[src/hw/ptp_state_pkg.sv]
// constants, types and register map for the time-sync port state control block
// Overview of operation
// three modes: off, automatic, slave-only
// slave-only mode never takes a master role
// refuse mode off while multi-unit sync on
// report current port state continuously
// initializing: set up, transmit nothing
// one port initializing holds all initializing
// faulty: only required management replies sent
// faulty port activity stays on that port
// uncontained fault forces every port faulty
// disabled: send nothing, keep management only
// listening: wait announce or timeout, limited traffic
// pre-master: as master, limited traffic
// master: port is time source
// uncalibrated after master selected, servo prepares
// slave: track selected master continuously
// grand master: best clock, automatic, prior master
// report error when any port errs
// identity: mac with fffe filler inserted
// servo status: unlocked, synchronizing, locked, n/a
// mode off: state disabled, servo n/a
package ptp_state_pkg;

	// structure
	localparam int NUM_PORTS = 2;
	localparam int ADDR_W = 8;

	// timing: port set-up time spent in initializing
	localparam int CLK_PERIOD_PS = 5000;
	localparam int INIT_TIME_NS = 1000;
	localparam int INIT_CYCLES = (INIT_TIME_NS * 1000 + CLK_PERIOD_PS - 1) / CLK_PERIOD_PS;
	localparam int INIT_CNT_W = 9;

	// register byte offsets
	localparam logic [ADDR_W-1:0] MODE_OFFSET = 8'h00;
	localparam logic [ADDR_W-1:0] MULTI_OFFSET = 8'h04;
	localparam logic [ADDR_W-1:0] STATE_OFFSET = 8'h08;
	localparam logic [ADDR_W-1:0] PORTS_OFFSET = 8'h0c;
	localparam logic [ADDR_W-1:0] SERVO_OFFSET = 8'h10;
	localparam logic [ADDR_W-1:0] ID_LO_OFFSET = 8'h14;
	localparam logic [ADDR_W-1:0] ID_HI_OFFSET = 8'h18;
	localparam logic [ADDR_W-1:0] MAC_LO_OFFSET = 8'h1c;
	localparam logic [ADDR_W-1:0] MAC_HI_OFFSET = 8'h20;
	localparam logic [ADDR_W-1:0] CTRL_OFFSET = 8'h24;
	localparam logic [ADDR_W-1:0] EVENT_OFFSET = 8'h28;

	// field positions
	localparam int CTRL_RESTART_BIT = 0;
	localparam int EVENT_REFUSED_BIT = 0;
	localparam int EVENT_SPREAD_BIT = 1;
	localparam int PORT_FIELD_W = 4;

	// reset value and identity filler
	localparam logic [47:0] MAC_RESET = 48'h0;
	localparam logic [15:0] EUI_FILLER = 16'hfffe;

	// operating modes
	typedef enum logic [1:0] {
		MODE_OFF = 2'h0,
		MODE_AUTO = 2'h1,
		MODE_SLAVE_ONLY = 2'h2
	} sync_mode_type;

	// protocol port states
	typedef enum logic [3:0] {
		ST_INITIALIZING = 4'h0,
		ST_FAULTY = 4'h1,
		ST_DISABLED = 4'h2,
		ST_LISTENING = 4'h3,
		ST_PRE_MASTER = 4'h4,
		ST_MASTER = 4'h5,
		ST_PASSIVE = 4'h6,
		ST_UNCALIBRATED = 4'h7,
		ST_SLAVE = 4'h8,
		ST_GRAND_MASTER = 4'h9,
		ST_ERROR = 4'ha
	} port_state_type;

	// servo lock report
	typedef enum logic [1:0] {
		SERVO_UNLOCKED = 2'h0,
		SERVO_SYNCHRONIZING = 2'h1,
		SERVO_LOCKED = 2'h2,
		SERVO_NOT_APPLICABLE = 2'h3
	} servo_state_type;

	// best-master election outcome for one port
	typedef enum logic [1:0] {
		REC_NONE = 2'h0,
		REC_MASTER = 2'h1,
		REC_SLAVE = 2'h2,
		REC_PASSIVE = 2'h3
	} recommend_type;

	// message classes seen by the per-port gate
	typedef enum logic [2:0] {
		MSG_EVENT = 3'h0,
		MSG_GENERAL = 3'h1,
		MSG_PDELAY = 3'h2,
		MSG_SIGNALING = 3'h3,
		MSG_MGMT_REPLY = 3'h4,
		MSG_MGMT_OTHER = 3'h5
	} msg_class_type;

endpackage

[src/hw/ptp_msg_gate.sv]
// per-port gate that grants transmit and accepts receive by port state
`timescale 1ns/1ps
module ptp_msg_gate import ptp_state_pkg::*; (
	// clock and reset
	input wire logic pclk,
	input wire logic presetn,
	// current state of this port
	input wire port_state_type port_state,
	// transmit request
	input wire logic tx_req,
	input wire logic [2:0] tx_class,
	output logic tx_grant,
	// receive offer
	input wire logic rx_valid,
	input wire logic [2:0] rx_class,
	output logic rx_accept
);

	// which message classes a port may place on the wire in a given state
	function automatic logic tx_permitted(port_state_type st, logic [2:0] cls);
		logic limited;
		limited = (cls == MSG_PDELAY) || (cls == MSG_SIGNALING) || (cls == MSG_MGMT_REPLY);
		case (st)
			ST_INITIALIZING, ST_DISABLED: tx_permitted = 1'b0;
			ST_FAULTY, ST_ERROR: tx_permitted = (cls == MSG_MGMT_REPLY);
			ST_LISTENING, ST_PASSIVE: tx_permitted = limited;
			ST_PRE_MASTER: tx_permitted = limited || (cls == MSG_MGMT_OTHER);
			ST_MASTER, ST_GRAND_MASTER, ST_UNCALIBRATED, ST_SLAVE: tx_permitted = (cls <= MSG_MGMT_OTHER);
			default: tx_permitted = 1'b0;
		endcase
	endfunction

	// one-cycle grant, one edge after the request
	always_ff @(posedge pclk or negedge presetn) begin
		if (!presetn) begin
			tx_grant <= 1'b0;
		end else begin
			tx_grant <= tx_req && tx_permitted(port_state, tx_class);
		end
	end

	// a disabled port keeps only management traffic; other states keep all
	always_ff @(posedge pclk or negedge presetn) begin
		if (!presetn) begin
			rx_accept <= 1'b0;
		end else if (port_state == ST_DISABLED) begin
			rx_accept <= rx_valid && ((rx_class == MSG_MGMT_REPLY) || (rx_class == MSG_MGMT_OTHER));
		end else begin
			rx_accept <= rx_valid;
		end
	end

endmodule

[src/hw/ptp_port_state_control.sv]
// time-sync mode selection, port state tracking and apb register file
`timescale 1ns/1ps
module ptp_port_state_control import ptp_state_pkg::*; (
	// clock and reset
	input wire logic pclk,
	input wire logic presetn,
	// apb slave
	input wire logic psel,
	input wire logic penable,
	input wire logic pwrite,
	input wire logic [ADDR_W-1:0] paddr,
	input wire logic [31:0] pwdata,
	output logic [31:0] prdata,
	output logic pready,
	output logic pslverr,
	// protocol engine events, one bit per port; election result two bits per port, local_is_best shared
	input wire logic [NUM_PORTS-1:0] fault_detect,
	input wire logic [NUM_PORTS-1:0] fault_clear,
	input wire logic [NUM_PORTS-1:0] fault_uncontained,
	input wire logic [NUM_PORTS-1:0] error_cond,
	input wire logic [NUM_PORTS-1:0] announce_rx,
	input wire logic [NUM_PORTS-1:0] announce_timeout,
	input wire logic [NUM_PORTS-1:0] qualify_timeout,
	input wire logic [NUM_PORTS-1:0] state_decision,
	input wire logic [NUM_PORTS-1:0] master_selected,
	input wire logic [NUM_PORTS-1:0] sync_fault,
	input wire logic [1:0] bmc_recommend [NUM_PORTS],
	input wire logic local_is_best,
	// servo and remote master
	input wire logic servo_locked,
	input wire logic [47:0] remote_master_mac,
	// per-port message gating
	input wire logic [NUM_PORTS-1:0] tx_req,
	input wire logic [2:0] tx_class [NUM_PORTS],
	output logic [NUM_PORTS-1:0] tx_grant,
	input wire logic [NUM_PORTS-1:0] rx_valid,
	input wire logic [2:0] rx_class [NUM_PORTS],
	output logic [NUM_PORTS-1:0] rx_accept,
	// status
	output logic [3:0] port_state_report,
	output logic [1:0] servo_lock_state,
	output logic [63:0] best_master_identity
);

	// software-visible configuration
	sync_mode_type timesync_mode_select_reg; // operating mode
	logic [1:0] multi_unit_sync_mode_reg; // non-zero blocks mode off
	logic [47:0] local_mac_reg; // own hardware address
	logic refused_reg; // sticky: a mode write was refused
	logic spread_seen_reg; // sticky: a fault spread to all ports
	// port state machines
	port_state_type port_state_reg [NUM_PORTS];
	port_state_type port_state_next [NUM_PORTS];
	// shared sequencing
	logic [INIT_CNT_W-1:0] init_cnt_reg; // remaining set-up cycles
	logic init_busy; // shared set-up period still running
	logic restart_req; // start a fresh set-up period
	logic all_faulty_reg; // every port forced faulty
	logic prior_master_reg; // another clock has been master
	sync_mode_type mode_prev_reg; // to spot leaving off
	// apb decode
	logic setup_phase;
	logic wr_fire;
	logic mode_wr;
	logic mode_wr_refused;
	logic addr_ok;
	logic [31:0] read_data;
	logic any_error;

	// bus helpers
	assign setup_phase = psel && !penable;
	assign wr_fire = psel && penable && pready && pwrite;

	// address check used for both reads and writes
	function automatic logic mapped(logic [ADDR_W-1:0] a);
		mapped = (a == MODE_OFFSET) || (a == MULTI_OFFSET) || (a == STATE_OFFSET) ||
			(a == PORTS_OFFSET) || (a == SERVO_OFFSET) || (a == ID_LO_OFFSET) ||
			(a == ID_HI_OFFSET) || (a == MAC_LO_OFFSET) || (a == MAC_HI_OFFSET) ||
			(a == CTRL_OFFSET) || (a == EVENT_OFFSET);
	endfunction

	// expand a 48-bit address into a 64-bit identity
	function automatic logic [63:0] eui64(logic [47:0] mac);
		eui64 = {mac[47:24], EUI_FILLER, mac[23:0]};
	endfunction

	// a mode write is refused for an unknown code, or off while multi-unit runs
	assign mode_wr = wr_fire && (paddr == MODE_OFFSET);
	assign mode_wr_refused = (pwdata[1:0] == 2'h3) ||
		((pwdata[1:0] == MODE_OFF) && (multi_unit_sync_mode_reg != 2'h0));
	assign addr_ok = mapped(paddr);

	// mode register; a refused write leaves it alone
	always_ff @(posedge pclk or negedge presetn) begin
		if (!presetn) begin
			timesync_mode_select_reg <= MODE_OFF;
		end else if (mode_wr && !mode_wr_refused) begin
			timesync_mode_select_reg <= sync_mode_type'(pwdata[1:0]);
		end
	end

	// remaining configuration registers
	always_ff @(posedge pclk or negedge presetn) begin
		if (!presetn) begin
			multi_unit_sync_mode_reg <= 2'h0;
			local_mac_reg <= MAC_RESET;
		end else if (wr_fire) begin
			if (paddr == MULTI_OFFSET) begin
				multi_unit_sync_mode_reg <= pwdata[1:0];
			end else if (paddr == MAC_LO_OFFSET) begin
				local_mac_reg[31:0] <= pwdata;
			end else if (paddr == MAC_HI_OFFSET) begin
				local_mac_reg[47:32] <= pwdata[15:0];
			end
		end
	end

	// sticky event bits: a new event in the clearing cycle wins over the clear
	always_ff @(posedge pclk or negedge presetn) begin
		if (!presetn) begin
			refused_reg <= 1'b0;
			spread_seen_reg <= 1'b0;
		end else begin
			if (mode_wr && mode_wr_refused) begin
				refused_reg <= 1'b1;
			end else if (wr_fire && (paddr == EVENT_OFFSET) && pwdata[EVENT_REFUSED_BIT]) begin
				refused_reg <= 1'b0;
			end
			if (|fault_uncontained) begin
				spread_seen_reg <= 1'b1;
			end else if (wr_fire && (paddr == EVENT_OFFSET) && pwdata[EVENT_SPREAD_BIT]) begin
				spread_seen_reg <= 1'b0;
			end
		end
	end

	// restart sources: software, a cleared fault, leaving mode off
	assign restart_req = (wr_fire && (paddr == CTRL_OFFSET) && pwdata[CTRL_RESTART_BIT]) ||
		(|fault_clear) || ((mode_prev_reg == MODE_OFF) && (timesync_mode_select_reg != MODE_OFF));

	// one shared set-up timer so every port stays initializing together
	always_ff @(posedge pclk or negedge presetn) begin
		if (!presetn) begin
			init_cnt_reg <= INIT_CNT_W'(INIT_CYCLES);
			mode_prev_reg <= MODE_OFF;
		end else begin
			mode_prev_reg <= timesync_mode_select_reg;
			if (restart_req) begin
				init_cnt_reg <= INIT_CNT_W'(INIT_CYCLES);
			end else if (init_cnt_reg != '0) begin
				init_cnt_reg <= init_cnt_reg - 1'b1;
			end
		end
	end
	assign init_busy = (init_cnt_reg != '0) || restart_req;

	// an uncontainable fault forces all ports faulty until a fault clears
	always_ff @(posedge pclk or negedge presetn) begin
		if (!presetn) begin
			all_faulty_reg <= 1'b0;
		end else if (|fault_uncontained) begin
			all_faulty_reg <= 1'b1;
		end else if (|fault_clear) begin
			all_faulty_reg <= 1'b0;
		end
	end

	// remember that some other clock has served as master
	always_ff @(posedge pclk or negedge presetn) begin
		if (!presetn) begin
			prior_master_reg <= 1'b0;
		end else if (|announce_rx) begin
			prior_master_reg <= 1'b1;
		end
	end

	// election outcome applied from any settled state
	function automatic port_state_type decide(port_state_type cur, logic [1:0] rec);
		case (recommend_type'(rec))
			REC_MASTER: decide = (cur == ST_MASTER || cur == ST_GRAND_MASTER) ? cur : ST_PRE_MASTER;
			REC_SLAVE: decide = (cur == ST_SLAVE) ? cur : ST_UNCALIBRATED;
			REC_PASSIVE: decide = ST_PASSIVE;
			default: decide = cur;
		endcase
	endfunction

	// per-port state machines and message gates
	genvar gi;
	generate
		for (gi = 0; gi < NUM_PORTS; gi++) begin : g_port
			// next state, highest priority first
			always_comb begin
				port_state_next[gi] = port_state_reg[gi];
				if (timesync_mode_select_reg == MODE_OFF) begin
					port_state_next[gi] = ST_DISABLED;
				end else if (init_busy) begin
					port_state_next[gi] = ST_INITIALIZING;
				end else if (all_faulty_reg) begin
					port_state_next[gi] = ST_FAULTY;
				end else if (fault_detect[gi]) begin
					port_state_next[gi] = ST_FAULTY;
				end else if (error_cond[gi]) begin
					port_state_next[gi] = ST_ERROR;
				end else begin
					case (port_state_reg[gi])
						ST_INITIALIZING: port_state_next[gi] = ST_LISTENING;
						ST_DISABLED: port_state_next[gi] = ST_LISTENING;
						ST_ERROR: port_state_next[gi] = ST_LISTENING;
						ST_FAULTY: port_state_next[gi] = ST_FAULTY; // left by a restart, mode off or an error condition
						ST_LISTENING: begin
							// wait for an election result or the announce timeout
							if (state_decision[gi]) begin
								port_state_next[gi] = decide(ST_LISTENING, bmc_recommend[gi]);
							end else if (announce_timeout[gi]) begin
								port_state_next[gi] = ST_PRE_MASTER;
							end
						end
						ST_PRE_MASTER: begin
							if (state_decision[gi]) begin
								port_state_next[gi] = decide(ST_PRE_MASTER, bmc_recommend[gi]);
							end else if (qualify_timeout[gi]) begin
								if (local_is_best && prior_master_reg &&
									timesync_mode_select_reg == MODE_AUTO) begin
									port_state_next[gi] = ST_GRAND_MASTER;
								end else begin
									port_state_next[gi] = ST_MASTER;
								end
							end
						end
						ST_UNCALIBRATED: begin
							if (state_decision[gi]) begin
								port_state_next[gi] = decide(ST_UNCALIBRATED, bmc_recommend[gi]);
							end else if (master_selected[gi]) begin
								port_state_next[gi] = ST_SLAVE;
							end
						end
						ST_SLAVE: begin
							if (sync_fault[gi]) begin
								port_state_next[gi] = ST_UNCALIBRATED;
							end else if (state_decision[gi]) begin
								port_state_next[gi] = decide(ST_SLAVE, bmc_recommend[gi]);
							end
						end
						default: begin
							// master, grand master, passive follow the election
							if (state_decision[gi]) begin
								port_state_next[gi] = decide(port_state_reg[gi], bmc_recommend[gi]);
							end
						end
					endcase
					// slave-only never lets a master role through
					if (timesync_mode_select_reg == MODE_SLAVE_ONLY &&
						(port_state_next[gi] == ST_PRE_MASTER || port_state_next[gi] == ST_MASTER ||
						port_state_next[gi] == ST_GRAND_MASTER)) begin
						port_state_next[gi] = ST_LISTENING;
					end
				end
			end

			// state register
			always_ff @(posedge pclk or negedge presetn) begin
				if (!presetn) begin
					port_state_reg[gi] <= ST_INITIALIZING;
				end else begin
					port_state_reg[gi] <= port_state_next[gi];
				end
			end

			// message gate for this port; faults here touch no other port
			ptp_msg_gate u_gate (
				.pclk(pclk),
				.presetn(presetn),
				.port_state(port_state_reg[gi]),
				.tx_req(tx_req[gi]),
				.tx_class(tx_class[gi]),
				.tx_grant(tx_grant[gi]),
				.rx_valid(rx_valid[gi]),
				.rx_class(rx_class[gi]),
				.rx_accept(rx_accept[gi])
			);
		end
	endgenerate

	// any port in error shows the device-level error state
	always_comb begin
		any_error = 1'b0;
		for (int i = 0; i < NUM_PORTS; i++) begin
			any_error = any_error || (port_state_reg[i] == ST_ERROR);
		end
	end

	// status outputs, refreshed every cycle
	always_ff @(posedge pclk or negedge presetn) begin
		if (!presetn) begin
			port_state_report <= ST_DISABLED;
			servo_lock_state <= SERVO_NOT_APPLICABLE;
			best_master_identity <= '0;
		end else begin
			if (mode_prev_reg == MODE_OFF && timesync_mode_select_reg == MODE_OFF) begin
				port_state_report <= ST_DISABLED;
			end else if (any_error) begin
				port_state_report <= ST_ERROR;
			end else begin
				port_state_report <= port_state_reg[0];
			end
			if (timesync_mode_select_reg == MODE_OFF) begin
				servo_lock_state <= SERVO_NOT_APPLICABLE;
			end else if (port_state_reg[0] == ST_SLAVE) begin
				servo_lock_state <= servo_locked ? SERVO_LOCKED : SERVO_SYNCHRONIZING;
			end else if (port_state_reg[0] == ST_UNCALIBRATED) begin
				servo_lock_state <= SERVO_UNLOCKED;
			end else begin
				servo_lock_state <= SERVO_NOT_APPLICABLE;
			end
			// port 0 following names the remote master, otherwise ourselves
			if (port_state_reg[0] == ST_SLAVE || port_state_reg[0] == ST_UNCALIBRATED) begin
				best_master_identity <= eui64(remote_master_mac);
			end else begin
				best_master_identity <= eui64(local_mac_reg);
			end
		end
	end

	// read multiplexer
	always_comb begin
		read_data = 32'h0;
		if (paddr == MODE_OFFSET) begin
			read_data[1:0] = timesync_mode_select_reg;
		end else if (paddr == MULTI_OFFSET) begin
			read_data[1:0] = multi_unit_sync_mode_reg;
		end else if (paddr == STATE_OFFSET) begin
			read_data[3:0] = port_state_report;
		end else if (paddr == PORTS_OFFSET) begin
			for (int i = 0; i < NUM_PORTS; i++) begin
				read_data[i*PORT_FIELD_W +: PORT_FIELD_W] = port_state_reg[i];
			end
		end else if (paddr == SERVO_OFFSET) begin
			read_data[1:0] = servo_lock_state;
		end else if (paddr == ID_LO_OFFSET) begin
			read_data = best_master_identity[31:0];
		end else if (paddr == ID_HI_OFFSET) begin
			read_data = best_master_identity[63:32];
		end else if (paddr == MAC_LO_OFFSET) begin
			read_data = local_mac_reg[31:0];
		end else if (paddr == MAC_HI_OFFSET) begin
			read_data[15:0] = local_mac_reg[47:32];
		end else if (paddr == EVENT_OFFSET) begin
			read_data[EVENT_REFUSED_BIT] = refused_reg;
			read_data[EVENT_SPREAD_BIT] = spread_seen_reg;
		end
	end

	// apb answer: ready one cycle after setup, so no wait states
	always_ff @(posedge pclk or negedge presetn) begin
		if (!presetn) begin
			pready <= 1'b0;
			pslverr <= 1'b0;
			prdata <= 32'h0;
		end else begin
			pready <= setup_phase;
			if (setup_phase) begin
				// refused mode writes and unmapped addresses both answer with an error
				pslverr <= !addr_ok || (pwrite && (paddr == MODE_OFFSET) && mode_wr_refused);
				prdata <= pwrite ? 32'h0 : read_data;
			end else begin
				pslverr <= 1'b0;
			end
		end
	end

endmodule

[config.mk]
export PLATFORM = sky130hd
export DESIGN_NAME = ptp_port_state_control
export DESIGN_NICKNAME = d
export VERILOG_FILES = /design/src/hw/ptp_state_pkg.sv /design/src/hw/ptp_msg_gate.sv /design/src/hw/ptp_port_state_control.sv
export SDC_FILE = /design/constraint.sdc
export NUM_CORES = 1
export LEC_CHECK = 0
export ABC_AREA = 1
export CORE_UTILIZATION = 25
export DETAILED_ROUTE_END_ITERATION = 8
export DONT_BUFFER_PORTS = 1
export RECOVER_POWER = 25
export SYNTH_ARGS = -nofsm -noshare
export SYNTH_HDL_FRONTEND = slang
export SYNTH_HIERARCHICAL = 1
export SYNTH_SLANG_ARGS = --single-unit
[constraint.sdc]
create_clock -name pclk -period 2.82 [get_ports pclk]
set_input_delay 0.564 -clock pclk [delete_from_list [all_inputs] [get_ports pclk]]
set_output_delay 0.564 -clock pclk [all_outputs]
set_load 0.005 [all_outputs]
==> flow_metrics.env <==
export IMPL_status="complete, but fails checks"
export IMPL_failed_checks="hold timing"
export IMPL_postSynthAreaPerCell_sq_um=7.65
export IMPL_drive_above_1_share_pct=9.07
export IMPL_path_buf_inv=2
export IMPL_clk_pin_slew_ps=80
export IMPL_postCtsResizedCells=0
export IMPL_syn_area_sq_mm=0.00874
export IMPL_drtIter0Drc=578
export IMPL_synthToLayoutAreaGrowth_pct=11.5
export IMPL_wirelength_mm=30.1
export IMPL_cts_sinks=168
export IMPL_synth_compound_area_share_pct=14.1
export IMPL_synthXorXnorAreaFrac_pct=0.200
export IMPL_layout_common_cells="nand2_1, dfrtp_1, o21ai_0, inv_1, nor2_1"
export IMPL_critPathRequiredTime_ps=3180
export IMPL_path_cells="inv_1 -> nor2_2 -> nand2_1 -> nand2_2 -> inv_1 -> nor2_1 -> o21ai_0"
export IMPL_layout_commonest_cell="nand2_1"
export IMPL_fin_nets=1258
export IMPL_fin_crit_ps=2220
export IMPL_ys_seq_area_share_pct=48.2
export IMPL_rows=68
export IMPL_drc=0
export IMPL_highest_layer="met4"
export IMPL_finalSetupViolCount=0
export IMPL_yosys_register_bits=168
export IMPL_path_delay_family="simple AND/OR/NAND/NOR gates"
export IMPL_cp_common_cell="inv_1"
export IMPL_die_area_sq_mm=0.0357
export IMPL_initial_utilization_pct=25.4
export IMPL_synth_edf_count=0
export IMPL_htreeDepth=4
export IMPL_arrival_ps=2590
export IMPL_cts_made_buffers=17
export IMPL_wl_met2_mm=14.2
export IMPL_post_drt_via_cell_ratio=4.67
export IMPL_num_vias=7429
export IMPL_dp_hpwl_mm=22.8
export IMPL_power_density_mw_per_mm2=518
export IMPL_met1_length_mm=13.1
export IMPL_synthCells=1142
export IMPL_relSlewSlack_pct=41.5
export IMPL_largest_reg_flops=49
export IMPL_ioPinCount=243
export IMPL_portBuffers=0
export IMPL_post_route_period_util_pct=78.9
export IMPL_finClkSkew_ps=16.4
export IMPL_die_h_um=189
export IMPL_dr_wl_met3_mm=2.16
export IMPL_ir_worst_vdd_mv=0.476
export IMPL_worst_slew_pin_slew_ps=876
export IMPL_crit_fanout=22
export IMPL_end_kind="register"
export IMPL_synth_simple_area_share_pct=25.7
export IMPL_p_leak_nw=4.73
export IMPL_nFillCells=3735
export IMPL_fmax_ghz=0.450
export IMPL_finalPower_mw=5.04
export IMPL_grt_max_degree=169
export IMPL_synth_area_leaders="dfrtp_1, nand2_1, o21ai_0, inv_1, nor2_1"
export IMPL_cts_path_max_buffers=2
export IMPL_grtUsageTotal_pct=17.1
export IMPL_dieWidth_um=189
export IMPL_ant_nets=0
export IMPL_insertion_delay_ps=450
export IMPL_hold_viol=162
export IMPL_slowest_stage="dfrtp_1"
export IMPL_synthesis_nets=1278
export IMPL_post_cts_buffers=0
export IMPL_tns_ps=0
export IMPL_grt_pass1_vias=7205
export IMPL_dr_pass1_iters=7
export IMPL_reg2reg_slack_ps=600
export IMPL_synth_top_area_cell="dfrtp_1"
export IMPL_grt_ovfl_total=0
export IMPL_synth_top_family_by_area="simple AND/OR/NAND/NOR gates"
export IMPL_worstSetupPathType="reg2reg"
export IMPL_synth_cell_types=43
export IMPL_rsz0062_at_grt="no"
export IMPL_hp_class="in2async"
export IMPL_async_flop_share_pct=100
export IMPL_cts_tree="built"
export IMPL_synth_top_area_share_pct=46.4
export IMPL_max_stage_delay_ps=570
export IMPL_grt_antenna_before_repair=0
export IMPL_synthAdderAreaFrac_pct=0.143
export IMPL_coreArea_sq_mm=0.0345
export IMPL_ys_flop_type="dfrtp_1"
export IMPL_place_congestion=0.904
export IMPL_hold_ws_ps=-195
export IMPL_yosys_warnings=6
export IMPL_cp_start_kind="register"
export IMPL_synthMuxAreaShare_pct=1.93
export IMPL_wl_per_cell_um=18.9
export IMPL_cap_violations=0
export IMPL_grt_pass1_wl_mm=45.4
export IMPL_root_buffer="clkbuf_16"
export IMPL_antenna_cells=0
export IMPL_slew_violations=0
==> worst reg2reg max path, stage by stage (launching register included) <==
cell     delay, ps
dfrtp_1        570
inv_1          200
nor2_2         180
nand2_1        160
nand2_2        170
inv_1          410
nor2_1         330
o21ai_0        130
==> power by group <==
group	total (mW)	leakage, nW	internal, mW	switching (mW)
clock	2.44	0.295	1.27	1.17
sequential	2.44	2.28	2.43	0.0169
combinational	0.157	2.15	0.0465	0.111
==> cell usage after synthesis (all sizes together), types with 10 or more instances <==
library cell	instances
nand3	56
o21ai	142
inv	140
nor2	108
buf	35
dfrtp	162
a21oi	28
clkbuf	19
nand2	357
o221ai	10
mux2	15
==> cell families after synthesis <==
logic type,after synthesis
muxes,15
xor gates and xnor gates,2
DFF,168
and+or+nand+nor,543
buffers and inverters,195
adders and majority gates,1
AOI/OAI and AO/OA,216
other,2
==> through the flow <==
step | cell area [sq um] | util (%) | std cells | worst slack, ps
final | 9740 | 28.3 | 1590 | 595
after global routing | 9740 | 28.3 | 1590 | 399
after CTS | 9740 | 28.3 | 1590 | 566
after detailed placement | 9140 | 26.5 | 1558 | 333
after global placement | 9140 | 26.5 | 1558 | 397
after floorplan | 8740 | - | 1142 | 984
==> final cells by class <==
type | instances | area [sq um] | area share [%]
Inverter | 141 | 529 | 5.43
Multi-Input combinational cell | 779 | 3690 | 37.9
Clock buffer | 17 | 425 | 4.37
Clock inverter | 15 | 178 | 1.82
Tap cell | 455 | 569 | 5.84
Timing Repair Buffer | 15 | 138 | 1.41
Sequential cell | 168 | 4210 | 43.2
==> layer usage <==
layer	vias up	track usage, %
met5	-	0
met4	0	5.24
met3	36	4.78
met2	263	28.1
met1	3521	21.8
li1	3609	-
==> path summary, 6_finish.rpt <==
path,startpoint,end,depth (start not counted)
min in group pclk,servo_locked,servo_lock_state[0],1
max reg2reg,port_state_reg[7],servo_lock_state[0],7
max in group asynchronous,presetn,init_cnt_reg[7],0
max,port_state_reg[7],servo_lock_state[0],7
min,presetn,local_mac_reg[41],0
min reg2reg,prior_master_reg,prior_master_reg,2
Power figures use the tool's default switching activity.
